File: config.mk
export PLATFORM = sky130hd
export DESIGN_NAME = bpi_port
export DESIGN_NICKNAME = d
export VERILOG_FILES = /design/src/include/bpi_pkg.sv /design/src/rtl/bpi_decode.sv /design/src/rtl/bpi_port.sv
export SDC_FILE = /design/constraint.sdc
export NUM_CORES = 1
export LEC_CHECK = 0
export ABC_AREA = 0
export BUFFER_PORTS_ARGS = -buffer_cell sky130_fd_sc_hd__buf_2
export CORE_ASPECT_RATIO = 1.2
export CORE_MARGIN = 8
export CORE_UTILIZATION = 60
export CTS_CLUSTER_DIAMETER = 200
export DETAILED_ROUTE_END_ITERATION = 6
export GPL_TIMING_DRIVEN = 0
export HOLD_SLACK_MARGIN = 0.03
export PLACE_DENSITY = 0.84
export SLEW_MARGIN = 20
export SYNTH_ARGS = -nofsm -noshare
export SYNTH_HDL_FRONTEND = slang
export SYNTH_SLANG_ARGS = --single-unit
export TNS_END_PERCENT = 10
File: constraint.sdc
create_clock -name clk_i -period 7.4 [get_ports clk_i]
set_input_delay 1.11 -clock clk_i [delete_from_list [all_inputs] [get_ports clk_i]]
set_output_delay 1.11 -clock clk_i [all_outputs]
set_load 0.03 [all_outputs]
File: src/include/bpi_pkg.sv
`default_nettype none
package bpi_pkg;
    localparam int BPI_DIGITS = 10;
    localparam int BPI_DW = 4;
    localparam logic [3:0] BPI_CODE_DP = 4'hA;
    localparam logic [3:0] BPI_CODE_EXP = 4'hB;
    localparam logic [3:0] BPI_CODE_ENTER = 4'hC;
    localparam logic [3:0] BPI_CODE_LABEL_A = 4'hD;
    localparam logic [3:0] BPI_CODE_SIGN = 4'hE;
    localparam logic [3:0] BPI_CODE_NOP = 4'hF;
    // register map
    localparam logic [7:0] BPI_OFS_CTRL = 8'h00;
    localparam logic [7:0] BPI_OFS_STAT = 8'h04;
    localparam logic [7:0] BPI_OFS_CMD = 8'h08;
    localparam logic [7:0] BPI_OFS_DIGIT = 8'h0C;
    localparam logic [31:0] BPI_CTRL_RST = 32'h0000_0000;
    localparam int BPI_CTRL_RUN_BIT = 0;
    localparam int BPI_CMD_OP_LSB = 0;
    localparam int BPI_CMD_FLAG_LSB = 4;
    localparam logic [1:0] BPI_RESP_OKAY = 2'b00;
    localparam logic [1:0] BPI_RESP_SLVERR = 2'b10;

    typedef enum logic [3:0] {
        BPI_K_NUM, BPI_K_DP, BPI_K_EXP, BPI_K_ENTER,
        BPI_K_LABEL_A, BPI_K_SIGN, BPI_K_NOP
    } bpi_kind_e;

    typedef struct packed {
        bpi_kind_e kind;
        logic [3:0] value;
    } bpi_token_s;

    // flag command opcodes written to CMD
    typedef enum logic [1:0] {
        BPI_OP_SET = 2'b01,
        BPI_OP_CLEAR = 2'b10,
        BPI_OP_TEST = 2'b11,
        BPI_OP_NONE = 2'b00
    } bpi_op_e;

    typedef enum logic [1:0] {
        BPI_ST_IDLE = 2'b00,
        BPI_ST_FULL = 2'b01,
        BPI_ST_HOLD = 2'b11
    } bpi_state_e;
endpackage : bpi_pkg
`default_nettype wire

File: src/rtl/bpi_decode.sv
`timescale 1ns/1ps
`default_nettype none
module bpi_decode
    import bpi_pkg::*;
(
    input wire logic [3:0] code_i,
    input wire logic true_mode_i,
    output var bpi_token_s token_o
);
    logic [3:0] code;

    always_comb begin
        code = true_mode_i ? code_i : ~code_i;
        token_o.value = code;
        unique case (code)
            BPI_CODE_DP: token_o.kind = BPI_K_DP;
            BPI_CODE_EXP: token_o.kind = BPI_K_EXP;
            BPI_CODE_ENTER: token_o.kind = BPI_K_ENTER;
            BPI_CODE_LABEL_A: token_o.kind = BPI_K_LABEL_A;
            BPI_CODE_SIGN: token_o.kind = BPI_K_SIGN;
            BPI_CODE_NOP: token_o.kind = BPI_K_NOP;
            default: token_o.kind = BPI_K_NUM;
        endcase
    end
endmodule : bpi_decode
`default_nettype wire

File: src/rtl/bpi_port.sv
// Added by the designer: the register offsets and the AXI4-Lite register port.
`timescale 1ns/1ps
`default_nettype none
// Summary of operation
// - forty data lines form ten independent 4-bit digits; any subset used.
// - codes 0-9 numerals, A point, B exponent, C enter, D label A, E sign, F no-op.
// - data polarity is selectable, positive-true or negative-true.
// - polarity input high keeps data true; low complements every bit first.
// - unconnected digits decode as no-op and add nothing; this design decodes pulled-up lines as numeral 0 in negative-true mode.
// - four flag outputs and input-ready, all active low.
// - flag output low while its flag is set, high when cleared.
// - flags clear at reset and clear command; set command sets; test clears 2,3.
// - flag 3 set by numeral, exponent or point from keyboard or port.
// - inhibit forces flag outputs inactive, internal flags untouched.
// - after re-enable, next flag-affecting instruction refreshes all outputs.
// - input-ready low means data may load; high means refused. This design also refuses loads while inhibited, with input-ready left low.
// - input-ready high while a program runs.
// - input-ready high while the input register holds unconsumed data.
// - input-ready high once flag 3 set and port delivered label A.
// - input-ready low only when register empty, flag 3 clear, halted.
// - input-ready low right after reset.
// - two load inputs of opposite polarity each start a load.
// - inhibit input defaults to inhibited when unconnected.
// - polarity input defaults to true mode when unconnected.
module bpi_port
    import bpi_pkg::*;
#(
    parameter int DIGITS = BPI_DIGITS
)(
    input wire logic clk_i,
    input wire logic rst_i,
    input wire logic [DIGITS*4-1:0] data_i,
    input wire logic true_mode_i,
    input wire logic load_i,
    input wire logic load_n_i,
    input wire logic inhibit_i,
    input wire logic key_entry_i,
    output logic flag_out_zero_n_o,
    output logic flag_out_one_n_o,
    output logic flag_out_two_n_o,
    output logic flag_out_three_n_o,
    output logic input_ready_n_o,
    input wire logic [7:0] s_axi_awaddr,
    input wire logic s_axi_awvalid,
    output logic s_axi_awready,
    input wire logic [31:0] s_axi_wdata,
    input wire logic [3:0] s_axi_wstrb,
    input wire logic s_axi_wvalid,
    output logic s_axi_wready,
    output logic [1:0] s_axi_bresp,
    output logic s_axi_bvalid,
    input wire logic s_axi_bready,
    input wire logic [7:0] s_axi_araddr,
    input wire logic s_axi_arvalid,
    output logic s_axi_arready,
    output logic [31:0] s_axi_rdata,
    output logic [1:0] s_axi_rresp,
    output logic s_axi_rvalid,
    input wire logic s_axi_rready
);
    // pin synchronisers: data, polarity, loads, inhibit (first stage private)
    localparam int SW = DIGITS*4 + 4;
    logic [SW-1:0] sync1;
    logic [SW-1:0] sync2;
    logic [DIGITS*4-1:0] data_s;
    logic true_s;
    logic load_s;
    logic load_n_s;
    logic inhibit_s;
    logic load_req;
    logic load_req_q;

    always_ff @(posedge clk_i) begin
        if (rst_i) begin
            // idle pin levels: no-op data, true mode, loads off, inhibited
            // so the load edge detector sees no false edge after reset
            sync1 <= {{DIGITS*4{1'b1}}, 4'hB};
            sync2 <= {{DIGITS*4{1'b1}}, 4'hB};
        end else begin
            sync1 <= {data_i, true_mode_i, load_i, load_n_i, inhibit_i};
            sync2 <= sync1;
        end
    end

    assign {data_s, true_s, load_s, load_n_s, inhibit_s} = sync2;
    assign load_req = load_s ^ ~load_n_s; // either line alone starts it

    always_ff @(posedge clk_i) begin
        if (rst_i) begin
            load_req_q <= 1'b0;
        end else begin
            load_req_q <= load_req;
        end
    end

    // per-digit decode
    bpi_token_s tok [DIGITS];
    genvar gi;
    generate
        for (gi = 0; gi < DIGITS; gi++) begin : g_dec
            bpi_decode u_dec (
                .code_i(data_s[(DIGITS-1-gi)*4 +: 4]), // digit 0 is MSD
                .true_mode_i(true_s),
                .token_o(tok[gi])
            );
        end
    endgenerate

    // input register
    bpi_token_s held [DIGITS];
    logic [3:0] rd_idx;
    bpi_state_e state;
    logic [3:0] flags;
    logic running;
    logic label_a_hold;
    logic consume;
    logic ready_cond;
    logic refresh;
    logic [3:0] flag_shown;
    logic refresh_q;
    logic load_start;

    assign ready_cond = (state == BPI_ST_IDLE) && !flags[3]
                        && !running && !label_a_hold;
    assign consume = (state == BPI_ST_FULL); // one digit per cycle
    // rising load request, accepted only while ready and enabled
    assign load_start = (state == BPI_ST_IDLE) && load_req && !load_req_q
                        && ready_cond && !inhibit_s;

    always_ff @(posedge clk_i) begin
        if (rst_i) begin
            state <= BPI_ST_IDLE;
            rd_idx <= 4'h0;
        end else begin
            unique case (state)
                BPI_ST_IDLE: begin
                    if (load_start) begin
                        state <= BPI_ST_FULL;
                        rd_idx <= 4'h0;
                    end
                end
                BPI_ST_FULL: begin
                    if (rd_idx == 4'(DIGITS-1)) begin
                        state <= BPI_ST_HOLD;
                    end
                    rd_idx <= rd_idx + 4'h1;
                end
                BPI_ST_HOLD: begin
                    state <= BPI_ST_IDLE; // all consumed
                end
                default: state <= BPI_ST_IDLE;
            endcase
        end
    end

    generate
        for (gi = 0; gi < DIGITS; gi++) begin : g_hold
            always_ff @(posedge clk_i) begin
                if (rst_i) begin
                    held[gi] <= '{kind: BPI_K_NOP, value: BPI_CODE_NOP};
                end else if (load_start) begin
                    held[gi] <= tok[gi];
                end
            end
        end
    endgenerate

    // token under consumption
    bpi_token_s cur;
    logic port_data_entry;
    logic port_label_a;
    always_comb begin
        cur = held[rd_idx < 4'(DIGITS) ? rd_idx : 4'h0];
        port_data_entry = consume && (cur.kind == BPI_K_NUM
            || cur.kind == BPI_K_EXP || cur.kind == BPI_K_DP);
        port_label_a = consume && cur.kind == BPI_K_LABEL_A;
    end

    // software command register
    logic [1:0] cmd_op;
    logic [1:0] cmd_flag;
    logic cmd_stb;
    logic [31:0] ctrl;
    assign running = ctrl[BPI_CTRL_RUN_BIT];

    always_ff @(posedge clk_i) begin
        if (rst_i) begin
            flags <= 4'h0;
        end else if (cmd_stb) begin
            unique case (bpi_op_e'(cmd_op))
                BPI_OP_SET: flags[cmd_flag] <= 1'b1;
                BPI_OP_CLEAR: flags[cmd_flag] <= 1'b0;
                BPI_OP_TEST: if (cmd_flag[1]) flags[cmd_flag] <= 1'b0;
                BPI_OP_NONE: ;
            endcase
            if (port_data_entry || key_entry_i) flags[3] <= 1'b1;
        end else if (port_data_entry || key_entry_i) begin
            flags[3] <= 1'b1;
        end
    end

    always_ff @(posedge clk_i) begin
        if (rst_i) begin
            label_a_hold <= 1'b0;
        end else if (port_label_a && flags[3]) begin
            label_a_hold <= 1'b1;
        end else if (!flags[3]) begin
            label_a_hold <= 1'b0;
        end
    end

    // outputs: inhibit blanks, re-enable waits for a flag instruction
    assign refresh = cmd_stb || port_data_entry || key_entry_i;
    // flags settle one edge after the instruction; copy them then
    always_ff @(posedge clk_i) begin
        if (rst_i) begin
            refresh_q <= 1'b0;
        end else begin
            refresh_q <= refresh;
        end
    end

    always_ff @(posedge clk_i) begin
        if (rst_i) begin
            flag_shown <= 4'h0;
        end else if (inhibit_s) begin
            flag_shown <= 4'h0;
        end else if (refresh_q) begin
            flag_shown <= flags;
        end
    end

    always_ff @(posedge clk_i) begin
        if (rst_i) begin
            input_ready_n_o <= 1'b0;
            flag_out_zero_n_o <= 1'b1;
            flag_out_one_n_o <= 1'b1;
            flag_out_two_n_o <= 1'b1;
            flag_out_three_n_o <= 1'b1;
        end else begin
            input_ready_n_o <= !ready_cond;
            flag_out_zero_n_o <= !flag_shown[0];
            flag_out_one_n_o <= !flag_shown[1];
            flag_out_two_n_o <= !flag_shown[2];
            flag_out_three_n_o <= !flag_shown[3];
        end
    end

    // axi4-lite slave
    logic aw_got;
    logic w_got;
    logic [7:0] aw_addr;
    logic [31:0] w_data;
    assign s_axi_awready = !aw_got && !s_axi_bvalid;
    assign s_axi_wready = !w_got && !s_axi_bvalid;
    assign cmd_stb = aw_got && w_got && !s_axi_bvalid
                     && aw_addr == BPI_OFS_CMD;
    assign cmd_op = w_data[BPI_CMD_OP_LSB +: 2];
    assign cmd_flag = w_data[BPI_CMD_FLAG_LSB +: 2];

    always_ff @(posedge clk_i) begin
        if (rst_i) begin
            aw_got <= 1'b0;
            w_got <= 1'b0;
            aw_addr <= 8'h00;
            w_data <= 32'h0000_0000;
            s_axi_bvalid <= 1'b0;
            s_axi_bresp <= BPI_RESP_OKAY;
            ctrl <= BPI_CTRL_RST;
        end else begin
            if (s_axi_awvalid && s_axi_awready) begin
                aw_got <= 1'b1;
                aw_addr <= s_axi_awaddr;
            end
            if (s_axi_wvalid && s_axi_wready) begin
                w_got <= 1'b1;
                w_data <= s_axi_wdata;
            end
            if (aw_got && w_got && !s_axi_bvalid) begin
                s_axi_bvalid <= 1'b1;
                s_axi_bresp <= BPI_RESP_OKAY;
                if (aw_addr == BPI_OFS_CTRL) begin
                    if (s_axi_wstrb[0]) ctrl[7:0] <= w_data[7:0];
                end else if (aw_addr != BPI_OFS_CMD) begin
                    s_axi_bresp <= BPI_RESP_SLVERR;
                end
            end
            if (s_axi_bvalid && s_axi_bready) begin
                s_axi_bvalid <= 1'b0;
                aw_got <= 1'b0;
                w_got <= 1'b0;
            end
        end
    end

    assign s_axi_arready = !s_axi_rvalid;
    always_ff @(posedge clk_i) begin
        if (rst_i) begin
            s_axi_rvalid <= 1'b0;
            s_axi_rdata <= 32'h0000_0000;
            s_axi_rresp <= BPI_RESP_OKAY;
        end else if (s_axi_arvalid && s_axi_arready) begin
            s_axi_rvalid <= 1'b1;
            s_axi_rresp <= BPI_RESP_OKAY;
            unique case (s_axi_araddr)
                BPI_OFS_CTRL: s_axi_rdata <= ctrl;
                BPI_OFS_STAT: s_axi_rdata <= {22'h0, state, inhibit_s,
                    true_s, input_ready_n_o, label_a_hold, flags};
                BPI_OFS_CMD: s_axi_rdata <= 32'h0000_0000;
                BPI_OFS_DIGIT: s_axi_rdata <= {24'h0, cur.kind, cur.value};
                default: begin
                    s_axi_rdata <= 32'h0000_0000;
                    s_axi_rresp <= BPI_RESP_SLVERR;
                end
            endcase
        end else if (s_axi_rready) begin
            s_axi_rvalid <= 1'b0;
        end
    end
endmodule : bpi_port
`default_nettype wire

==> results.py, run 1 <==
metrics = {
    "status": {
        "outcome": "finished clean",
    },
    "synth": {
        "ys_async_sr_fraction": 0,
        "netlist_top_cells_area": "dfxtp_1 (32%), edfxtp_1 (22%), or2_2 (5.7%), mux2i_1 (4.7%), xor2_1 (3.8%)",
        "synth_top_area_share": 0.316,
        "yosysUniqueCellTypes": 66,
        "yosysWarnings": 0,
        "synthMostInstantiatedCell": "dfxtp_1",
        "synth_top_cell_by_area": "dfxtp_1",
        "ys_seq_area_frac": 0.537,
        "synth_edf_count": 70,
        "syn_area_um2": 9500,
        "synthTopCellsByCount": "dfxtp_1 (150), nor2_1 (90), or2_2 (87)",
        "synth_cells": 920,
        "ys_ff_latch": 220,
        "avgSynthCellArea_um2": 10.3,
        "synth_ff_type": "dfxtp_1",
    },
    "routing": {
        "drt.antenna.violating_nets": 0,
        "dr.pass1.iters": 6,
        "drc": 0,
        "drt_iter0_drc": 632,
        "num_vias": 7127,
        "wl_per_cell_um": 16.8,
        "vias_per_cell": 5.54,
        "finalWirelength_um": 21600,
    },
    "place": {
        "dpl.hpwl_um": 15500,
        "port_buffers": 97,
        "place_congestion": 0.917,
        "place_inst": 1249,
    },
    "job": {
        "cap_violations": 0,
    },
    "finish": {
        "final_util": 0.708,
        "final_nets": 1173,
        "multi_input_area_um2": 3960,
        "regArea_um2": 5100,
        "instances_no_fill": 1286,
        "drive_above_1_share": 0.275,
        "fillCellCount": 1143,
        "area_delta_synth_final_pct": 16.2,
    },
    "hold_path": {
        "hp-start": "flag_shown[0]$_SDFFE_PP0P_",
        "holdPathStages": 1,
        "hp-class": "flop to flop",
        "min_to": "flag_out_zero_n_o$_SDFF_PP1_",
    },
    "timing": {
        "worst_slew_pin_slew_ns": 0.692,
        "fin_skew_ns": 0.0150,
        "rsz0062_at_grt": "no",
        "setup_viol": 0,
        "finalCritPeriodShare": 0.364,
        "setup_tns_ns": 0,
        "drv_slew": 0,
        "hold_viol_final": 0,
        "fin_crit_ns": 2.69,
        "max_slew_margin": 0.527,
        "fmax_mhz": 371,
    },
    "worst_setup_path": {
        "crit_fanout": 42,
        "crit_type": "input port to flop",
        "cpMostUsedCell": "clkbuf_1",
        "worst_path_largest_cell_delay_ns": 0.52,
        "rr_endpoint": "held[6][5]$_SDFFCE_PN1P_",
        "ff2ff_setup_slack_ns": 4.86,
        "end_kind": "flop",
        "r2r_start": "flags[3]$_SDFFE_PP0P_",
        "crit_chain": "clkbuf_1, clkbuf_1, nand2b_4, buf_12",
        "critPathArrivalTime_ns": 2.88,
        "reg2reg_depth": 6,
        "crit_required_ns": 7.58,
        "cp-start-kind": "input port",
        "slowest_stage": "clkbuf_1",
        "path_buf_inv": 3,
        "crit_family": "buffers and inverters",
    },
    "global_route": {
        "grt_overflow": 0,
        "grt_pass1_wl_um": 34000,
        "grt_max_degree": 43,
        "grt_pass1_vias": 7039,
        "antenna_found_initial": 1,
        "track_usage": 0.211,
    },
    "floorplan": {
        "top_level_ports": 150,
        "core_um2": 15600,
        "rows": 50,
        "fp.dieH_um": 154,
        "die-area_um2": 20100,
        "fp.dieW_um": 131,
        "initial_core_util": 0.610,
    },
    "clock_tree": {
        "cts_buffers": 21,
        "cts-hold-fix-buffers": 0,
        "cts_root_buf": "clkbuf_16",
        "cts_max_level": 1,
        "cts_tree": "built",
        "cts_resized": 0,
        "postCtsSetupRepairBufs": 0,
        "cts.sinks": 220,
        "path_clk_slew_ns": 0.06,
        "worstSkewPairLatency_ns": 0.50,
        "cts_buffer_depth": 3,
    },
    "power": {
        "p_sw_frac": 0.228,
        "power_frac_clock": 0.410,
        "switching_power_uw": 580,
        "p_leak_uw": 0.00419,
        "p_per_area_nw_per_um2": 230,
        "p_comb_frac": 0.076,
        "seq_power_share": 0.513,
        "power.internal_uw": 1960,
        "ir_worst_vdd_mv": 0.158,
    },
}
final cells by class:
| cell class | count | area share |
|---|---|---|
| clock inverters | 5 | 0.00283 |
| flip-flops and latches | 220 | 0.463 |
| inverters | 23 | 0.00782 |
| well taps | 208 | 0.0236 |
| clock buffers | 31 | 0.0583 |
| plain buffers | 80 | 0.0399 |
| repair buffers | 98 | 0.0458 |
| multi-input cells | 620 | 0.359 |
| diodes | 1 | 0.000227 |
registers in the layout, indices dropped and copies added (netlist names), 2 cells and up, named ones only:
register	cells
w_data	8
state	2
sync2	44
rd_idx	4
aw_addr	8
sync1	44
held	70
flag_shown	4
ctrl	8
s_axi_rdata	10
worst max path at each step:
| stage | to | start | depth (start not counted) |
|---|---|---|---|
| global placement | held[5][0]$_SDFFCE_PN1P_ | rst_i | 3 |
| global route | held[4][1]$_SDFFCE_PN1P_ | rst_i | 4 |
| floorplan | held[0][0]$_SDFFCE_PN1P_ | rst_i | 3 |
| finish | held[4][1]$_SDFFCE_PN1P_ | rst_i | 4 |
| CTS | held[3][5]$_SDFFCE_PN1P_ | rst_i | 4 |
| detailed placement | held[5][6]$_SDFFCE_PN1P_ | rst_i | 4 |
metal layers:
metal  part of all wire  GRT usage  vias up
met5                  0          0        -
met4              0.034     0.0932        0
met3              0.074     0.0377       65
met2               0.51      0.376      318
met1               0.38      0.238     3298
li1                   -          -     3446
worst reg2reg max path, stage by stage (launching register included):
cell      delay, ns
dfxtp_1        0.37
or4_1          0.53
nor2_1         0.17
nand2_1        0.24
nor2_2         0.32
buf_2          0.31
o311ai_0       0.27
cells by family after synthesis:
logic type | Yosys count | synth area share
buffers and inverters | 103 | 0.0555
adders and majority gates | 5 | 0.00659
DFF | 220 | 0.537
xor gates and xnor gates | 41 | 0.0378
muxes | 60 | 0.0664
and+or+nand+nor | 353 | 0.193
AOI/OAI and AO/OA | 137 | 0.103
other | 1 | 0.000395
metrics by stage:
| step | cell area (µm²) | total power [µW] | hold WS, ns | setup slack [ns] |
|---|---|---|---|---|
| 6_report | 11000 | 2540 | 0.403 | 4.71 |
| 5_1_grt | 11000 | 2620 | 0.414 | 4.63 |
| 4_1_cts | 11000 | 2550 | 0.404 | 4.73 |
| 3_5_place_dp | 10400 | 1520 | 0.385 | 4.21 |
| 3_3_place_gp | 10300 | 1520 | 0.377 | 2.47 |
| 2_1_floorplan | 9580 | 1460 | 0.370 | 3.60 |
power groups by stage:
| stage | Sequential, µW | Combinational, µW | Clock, µW |
|---|---|---|---|
| 6_report | 1300 | 194 | 1040 |
| 5_1_grt | 1310 | 212 | 1100 |
| 4_1_cts | 1300 | 194 | 1050 |
| 3_5_place_dp | 1330 | 192 | 0 |
| 3_3_place_gp | 1330 | 186 | 0 |
| 2_1_floorplan | 1330 | 137 | 0 |
cell usage in the layout (no fill, tap or decap), types with 3 or more instances in the layout:
master     count
mux2i_1       45
mux2_2        14
dfxtp_1      150
a211oi_1       5
o22ai_1        4
conb_1        24
or4b_2         8
nand3_1       25
nor2_1        90
a2111o_1       9
xor2_1        41
or2_2         87
nand2_1       82
o2111ai_1     17
nor2b_1       10
a31oi_1        4
nor3_1        13
ha_1           5
o311ai_0       9
a21oi_1       36
nand3b_1       5
clkbuf_1      32
inv_1         23
clkbuf_8       9
or3_1          3
o21ai_0       20
clkbuf_16     21
a22oi_1       10
nand2b_1      11
edfxtp_1      70
buf_1          9
buf_2        108
buf_4         27
Note: power is estimated with default switching activity, not from simulation.
==> run 2: changes to the inputs <==
--- a/config.mk
+++ b/config.mk
@@ -9,12 +9,12 @@
 export BUFFER_PORTS_ARGS = -buffer_cell sky130_fd_sc_hd__buf_2
 export CORE_ASPECT_RATIO = 1.2
 export CORE_MARGIN = 8
-export CORE_UTILIZATION = 60
+export CORE_UTILIZATION = 57
 export CTS_CLUSTER_DIAMETER = 200
 export DETAILED_ROUTE_END_ITERATION = 6
 export GPL_TIMING_DRIVEN = 0
 export HOLD_SLACK_MARGIN = 0.03
-export PLACE_DENSITY = 0.84
+export PLACE_DENSITY = 0.8
 export SLEW_MARGIN = 20
 export SYNTH_ARGS = -nofsm -noshare
 export SYNTH_HDL_FRONTEND = slang
==> constraint.sdc (replaced) <==
create_clock -name clk_i -period 2.8 [get_ports clk_i]
set_input_delay 0.42 -clock clk_i [delete_from_list [all_inputs] [get_ports clk_i]]
set_output_delay 0.42 -clock clk_i [all_outputs]
set_load 0.03 [all_outputs]
==> run 2 against run 1 <==
Worst hold slack worse by 0.31 ns; clock power rose to 3.0 times the previous value; sequential power rose to 2.7 times the previous value; global-route usage down 1.3 points; clock skew down 0.0022 ns; setup slack worse by 4.4 ns; largest power group unchanged; non-clock buffer count unchanged.
==> results.py, run 2 (synthesis gave the netlist of run 1 again) <==
metrics = {
    "status": {
        "outcome": "finished clean",
    },
    "clock_tree": {
        "cts_tree": "built",
        "cts.sinks": 220,
        "worstSkewPairLatency_ns": 0.51,
        "cts_root_buf": "clkbuf_16",
        "cts_buffers": 22,
        "postCtsSetupRepairBufs": 0,
        "cts_buffer_depth": 3,
        "path_clk_slew_ns": 0.06,
        "cts_max_level": 1,
        "cts_resized": 0,
        "cts-hold-fix-buffers": 0,
    },
    "finish": {
        "mostFrequentLayoutCells": "dfxtp_1 (150), buf_2 (108), nor2_1 (90), or2_2 (87), nand2_1 (82)",
        "diodes": 0,
        "final_nets": 1174,
        "final_util": 0.686,
        "reg_top3": "held x70, sync1 x44, sync2 x44",
        "regMostFlops": "held",
        "design_area_um2": 11200,
        "drive_above_1_share": 0.278,
        "largest_reg_flops": 70,
        "final_common_cell": "dfxtp_1",
        "area_delta_synth_final_pct": 17.6,
    },
    "floorplan": {
        "fp.dieH_um": 157,
        "initial_core_util": 0.584,
        "top_level_ports": 150,
        "fp.dieW_um": 134,
        "core_um2": 16300,
        "die-area_um2": 21100,
        "rows": 51,
    },
    "place": {
        "dpl.hpwl_um": 15500,
        "place_area_um2": 10400,
        "pre_cts_slack_ns": 0.271,
        "port_buffers": 97,
        "place_congestion": 0.908,
    },
    "routing": {
        "drc": 0,
        "wl_per_cell_um": 16.4,
        "dr.pass1.iters": 5,
        "drt.antenna.violating_nets": 0,
        "drt_iter0_drc": 524,
        "num_vias": 7011,
        "vias_per_cell": 5.42,
        "finalWirelength_um": 21200,
    },
    "timing": {
        "fmax_mhz": 405,
        "worst_slew_pin_slew_ns": 0.714,
        "setup_viol": 0,
        "drv_slew": 0,
        "rsz0062_at_grt": "no",
        "holdWs_ns": 0.0901,
        "fin_ws_ns": 0.333,
        "fin_crit_ns": 2.47,
        "hold_viol_final": 0,
        "max_slew_margin": 0.524,
        "fin_skew_ns": 0.0128,
        "finalCritPeriodShare": 0.881,
    },
    "global_route": {
        "grt_pass1_wl_um": 33900,
        "track_usage": 0.198,
        "antenna_found_initial": 0,
        "grt_pass1_vias": 6808,
        "grt_overflow": 0,
        "grt_max_degree": 50,
    },
    "hold_path": {
        "hp-class": "input port to flop",
        "min_to": "sync1[13]$_SDFF_PP1_",
        "hp-start": "data_i[9]",
        "holdPathStages": 2,
    },
    "worst_setup_path": {
        "end_kind": "flop",
        "rr_endpoint": "held[6][5]$_SDFFCE_PN1P_",
        "critPathLaunch": "flags[3]$_SDFFE_PP0P_",
        "ff2ff_setup_slack_ns": 0.33,
        "crit_type": "flop to flop",
        "crit_fanout": 10,
        "r2r_start": "flags[3]$_SDFFE_PP0P_",
        "critPathArrivalTime_ns": 2.65,
        "crit_required_ns": 2.98,
        "reg2reg_depth": 6,
        "cp-start-kind": "flop",
    },
    "power": {
        "p_leak_uw": 0.00425,
        "ir_worst_vdd_mv": 0.495,
        "power.total_uw": 7040,
        "p_per_area_nw_per_um2": 630,
    },
    "job": {
        "cap_violations": 0,
    },
}
-- run 2: changes by cell type in the layout (fill, tap and decap cells not counted) --
| cell | delta |
|---|---|
| clkinv_8 | +1 |
| clkbuf_8 | +1 |
| buf_12 | -1 |
| inv_6 | -1 |
| diode_2 | -1 |
| clkbuf_1 | -1 |
| inv_4 | -2 |
| clkbuf_16 | +4 |
| inv_8 | +1 |
| buf_16 | +1 |
| clkbuf_2 | +1 |
-- run 2: layout make-up --
cell class,instances,area (µm²)
buffer,80,440
clock buffer,36,758
clock inverter,4,37.5
fill,1239,5110
inverter,23,86.3
multi-input combinational,620,3960
sequential,220,5100
tap,212,265
timing repair buffer,98,513
-- run 2: power by group --
part           leakage [µW]  total (µW)  internal (µW)  switching, µW
clock              0.000399        3080           1860           1210
sequential          0.00175        3450           3380           69.1
combinational       0.00211         513            216            297
total               0.00425        7040           5460           1580
-- run 2: worst max-delay path by stage --
stage / end / slack (ns)
finish: held[6][5]$_SDFFCE_PN1P_ / 0.33
global route: held[6][5]$_SDFFCE_PN1P_ / 0.17
CTS: held[6][5]$_SDFFCE_PN1P_ / 0.36
detailed placement: held[5][2]$_SDFFCE_PN1P_ / 0.27
global placement: held[5][1]$_SDFFCE_PN1P_ / -0.41
floorplan: held[0][0]$_SDFFCE_PN1P_ / 0.47
-- run 2: worst max-delay path, cell delays in order, from the launching register on --
cell and delay, ns:
dfxtp_1 0.36, or4_1 0.53, nor2_1 0.13, nand2_1 0.21, nor2_2 0.33, buf_2 0.31, o311ai_0 0.26
-- run 2: stage by stage --
step           std cells  TNS (ns)
2_1_floorplan        943         0
3_3_place_gp        1252    -28.38
3_5_place_dp        1253         0
4_1_cts             1293         0
5_1_grt             1293         0
6_report            1293         0
-- run 2: layer usage --
metal	share of wire	GRT usage	vias up	routed length, µm
met5	0	0	-	0
met4	0.026	0.0750	0	552
met3	0.058	0.0325	42	1230
met2	0.51	0.361	266	10900
met1	0.40	0.228	3242	8530
li1	-	-	3461	-
==> run 3: changes to the inputs <==
--- a/config.mk
+++ b/config.mk
@@ -7,14 +7,16 @@
 export LEC_CHECK = 0
 export ABC_AREA = 0
 export BUFFER_PORTS_ARGS = -buffer_cell sky130_fd_sc_hd__buf_2
+export CELL_PAD_IN_SITES_DETAIL_PLACEMENT = 2
+export CELL_PAD_IN_SITES_GLOBAL_PLACEMENT = 2
 export CORE_ASPECT_RATIO = 1.2
 export CORE_MARGIN = 8
-export CORE_UTILIZATION = 57
+export CORE_UTILIZATION = 36
 export CTS_CLUSTER_DIAMETER = 200
 export DETAILED_ROUTE_END_ITERATION = 6
 export GPL_TIMING_DRIVEN = 0
 export HOLD_SLACK_MARGIN = 0.03
-export PLACE_DENSITY = 0.8
+export PLACE_DENSITY_LB_ADDON = 0.1
 export SLEW_MARGIN = 20
 export SYNTH_ARGS = -nofsm -noshare
 export SYNTH_HDL_FRONTEND = slang
==> run 3 against run 2 <==
Clock power up 6.8%; register-to-register slack lost 0.08 ns; die area is 51% higher; sequential share of layout area is 0.78 points lower; combinational power grew 3%; design area is 1.7% higher; critical path depth unchanged; non-clock buffer count did not move; sequential cell count unchanged; critical endpoint is now held[0][5]$_SDFFCE_PN1P_; largest power group unchanged.
==> results.py, run 3 (synthesis gave the netlist of run 1 again) <==
metrics = {
    "status": {
        "outcome": "finished clean",
    },
    "clock_tree": {
        "cts-hold-fix-buffers": 0,
        "cts_tree": "built",
        "postCtsSetupRepairBufs": 0,
        "worstSkewPairLatency_ns": 0.51,
        "cts_resized": 0,
        "cts_max_level": 1,
        "cts.sinks": 220,
        "cts_buffer_depth": 3,
        "cts_buffers": 25,
        "path_clk_slew_ns": 0.06,
        "cts_root_buf": "clkbuf_16",
    },
    "timing": {
        "max_slew_margin": 0.451,
        "fin_skew_ns": 0.00630,
        "rsz0062_at_grt": "no",
        "fmax_mhz": 393,
        "worst_slew_pin_slew_ns": 0.824,
        "hold_viol_final": 0,
        "setup_viol": 0,
        "drv_slew": 0,
        "holdWs_ns": 0.0885,
        "finalCritPeriodShare": 0.909,
        "fin_crit_ns": 2.55,
        "setup_tns_ns": 0,
    },
    "power": {
        "p_per_area_nw_per_um2": 640,
        "seq_power_share": 0.474,
        "ir_worst_vdd_mv": 0.373,
        "p_leak_uw": 0.00428,
        "power.total_uw": 7270,
        "p_comb_frac": 0.073,
        "p_sw_frac": 0.226,
        "power_frac_clock": 0.453,
        "switching_power_uw": 1640,
        "power.internal_uw": 5630,
    },
    "floorplan": {
        "die-area_um2": 31900,
        "initial_core_util": 0.364,
        "fp.dieW_um": 164,
        "rows": 65,
        "top_level_ports": 150,
        "core_um2": 26100,
        "fp.dieH_um": 194,
    },
    "routing": {
        "vias_per_cell": 5.00,
        "wl_per_cell_um": 19.1,
        "drt_iter0_drc": 297,
        "dr.pass1.iters": 4,
        "drt.antenna.violating_nets": 0,
        "drc": 0,
        "finalWirelength_um": 27100,
        "num_vias": 7105,
    },
    "job": {
        "cap_violations": 0,
    },
    "finish": {
        "reg_top3": "held x70, sync1 x44, sync2 x44",
        "drive_above_1_share": 0.279,
        "final_nets": 1177,
        "regMostFlops": "held",
        "final_common_cell": "dfxtp_1",
        "largest_reg_flops": 70,
        "area_delta_synth_final_pct": 19.6,
        "mostFrequentLayoutCells": "dfxtp_1 (150), buf_2 (108), nor2_1 (90), or2_2 (87), nand2_1 (82)",
        "diodes": 0,
        "instances_no_fill": 1421,
    },
    "global_route": {
        "antenna_found_initial": 0,
        "grt_max_degree": 37,
        "track_usage": 0.172,
        "grt_pass1_vias": 7874,
        "grt_pass1_wl_um": 43600,
        "grt_overflow": 0,
    },
    "worst_setup_path": {
        "crit_chain": "or4_1, nor2_1, nand2_1, nor2_2, buf_2, o311ai_0",
        "crit_type": "flop to flop",
        "cp-start-kind": "flop",
        "worst_path_largest_cell_delay_ns": 0.53,
        "slowest_stage": "or4_1",
        "crit_required_ns": 2.99,
        "critPathArrivalTime_ns": 2.74,
        "crit_fanout": 10,
        "end_kind": "flop",
    },
    "hold_path": {
        "hp-class": "input port to flop",
    },
    "place": {
        "place_congestion": 0.814,
        "port_buffers": 97,
        "place_inst": 1376,
        "dpl.hpwl_um": 20900,
    },
}
## run 3: path summary, 6_finish.rpt
check	startpoint	endpoint	slack (ns)	cells after the start
max	flags[3]$_SDFFE_PP0P_	held[0][5]$_SDFFCE_PN1P_	0.25	6
min	data_i[4]	sync1[8]$_SDFF_PP1_	0.09	2
max reg2reg	flags[3]$_SDFFE_PP0P_	held[0][5]$_SDFFCE_PN1P_	0.25	6
min reg2reg	flag_shown[1]$_SDFFE_PP0P_	flag_out_one_n_o$_SDFF_PP1_	0.39	1
## run 3: power groups by stage
stage	Combinational, µW	Sequential, µW	Clock, µW
after CTS	541	3450	3390
after global routing	590	3460	3510
after global placement	513	3520	0
after detailed placement	536	3520	0
final	530	3450	3290
after floorplan	361	3500	0
## run 3: through the flow
stage / setup slack [ns] / utilization / instance area (µm²)
5_1_grt: 0.105 / 0.435 / 11400
3_5_place_dp: 0.179 / 0.403 / 10500
2_1_floorplan: 0.468 / - / 9590
6_report: 0.254 / 0.435 / 11400
4_1_cts: 0.178 / 0.435 / 11400
3_3_place_gp: -0.419 / 0.402 / 10500
## run 3: cell type report
| type | instances | area (µm²) |
|---|---|---|
| Buffer | 80 | 440 |
| Clock buffer | 38 | 756 |
| Clock inverter | 7 | 86.3 |
| Fill cell | 2851 | 14700 |
| Inverter | 23 | 86.3 |
| Multi-Input combinational cell | 620 | 3960 |
| Sequential cell | 220 | 5100 |
| Tap cell | 335 | 419 |
| Timing Repair Buffer | 98 | 505 |
## run 3: routing by layer
layer,GRT usage,part of all wire,vias to the layer above
met1,0.196,0.41,3463
met2,0.318,0.52,144
met3,0.0278,0.041,50
met5,0,0,-
li1,-,-,3448
met4,0.0556,0.031,0
## run 3: critical path: cells and delay by family (launching register included)
kind | cells | cell delay (ns)
compound gates | 1 | 0.25
flops | 1 | 0.37
buf+inv | 1 | 0.32
simple gates | 4 | 1.28
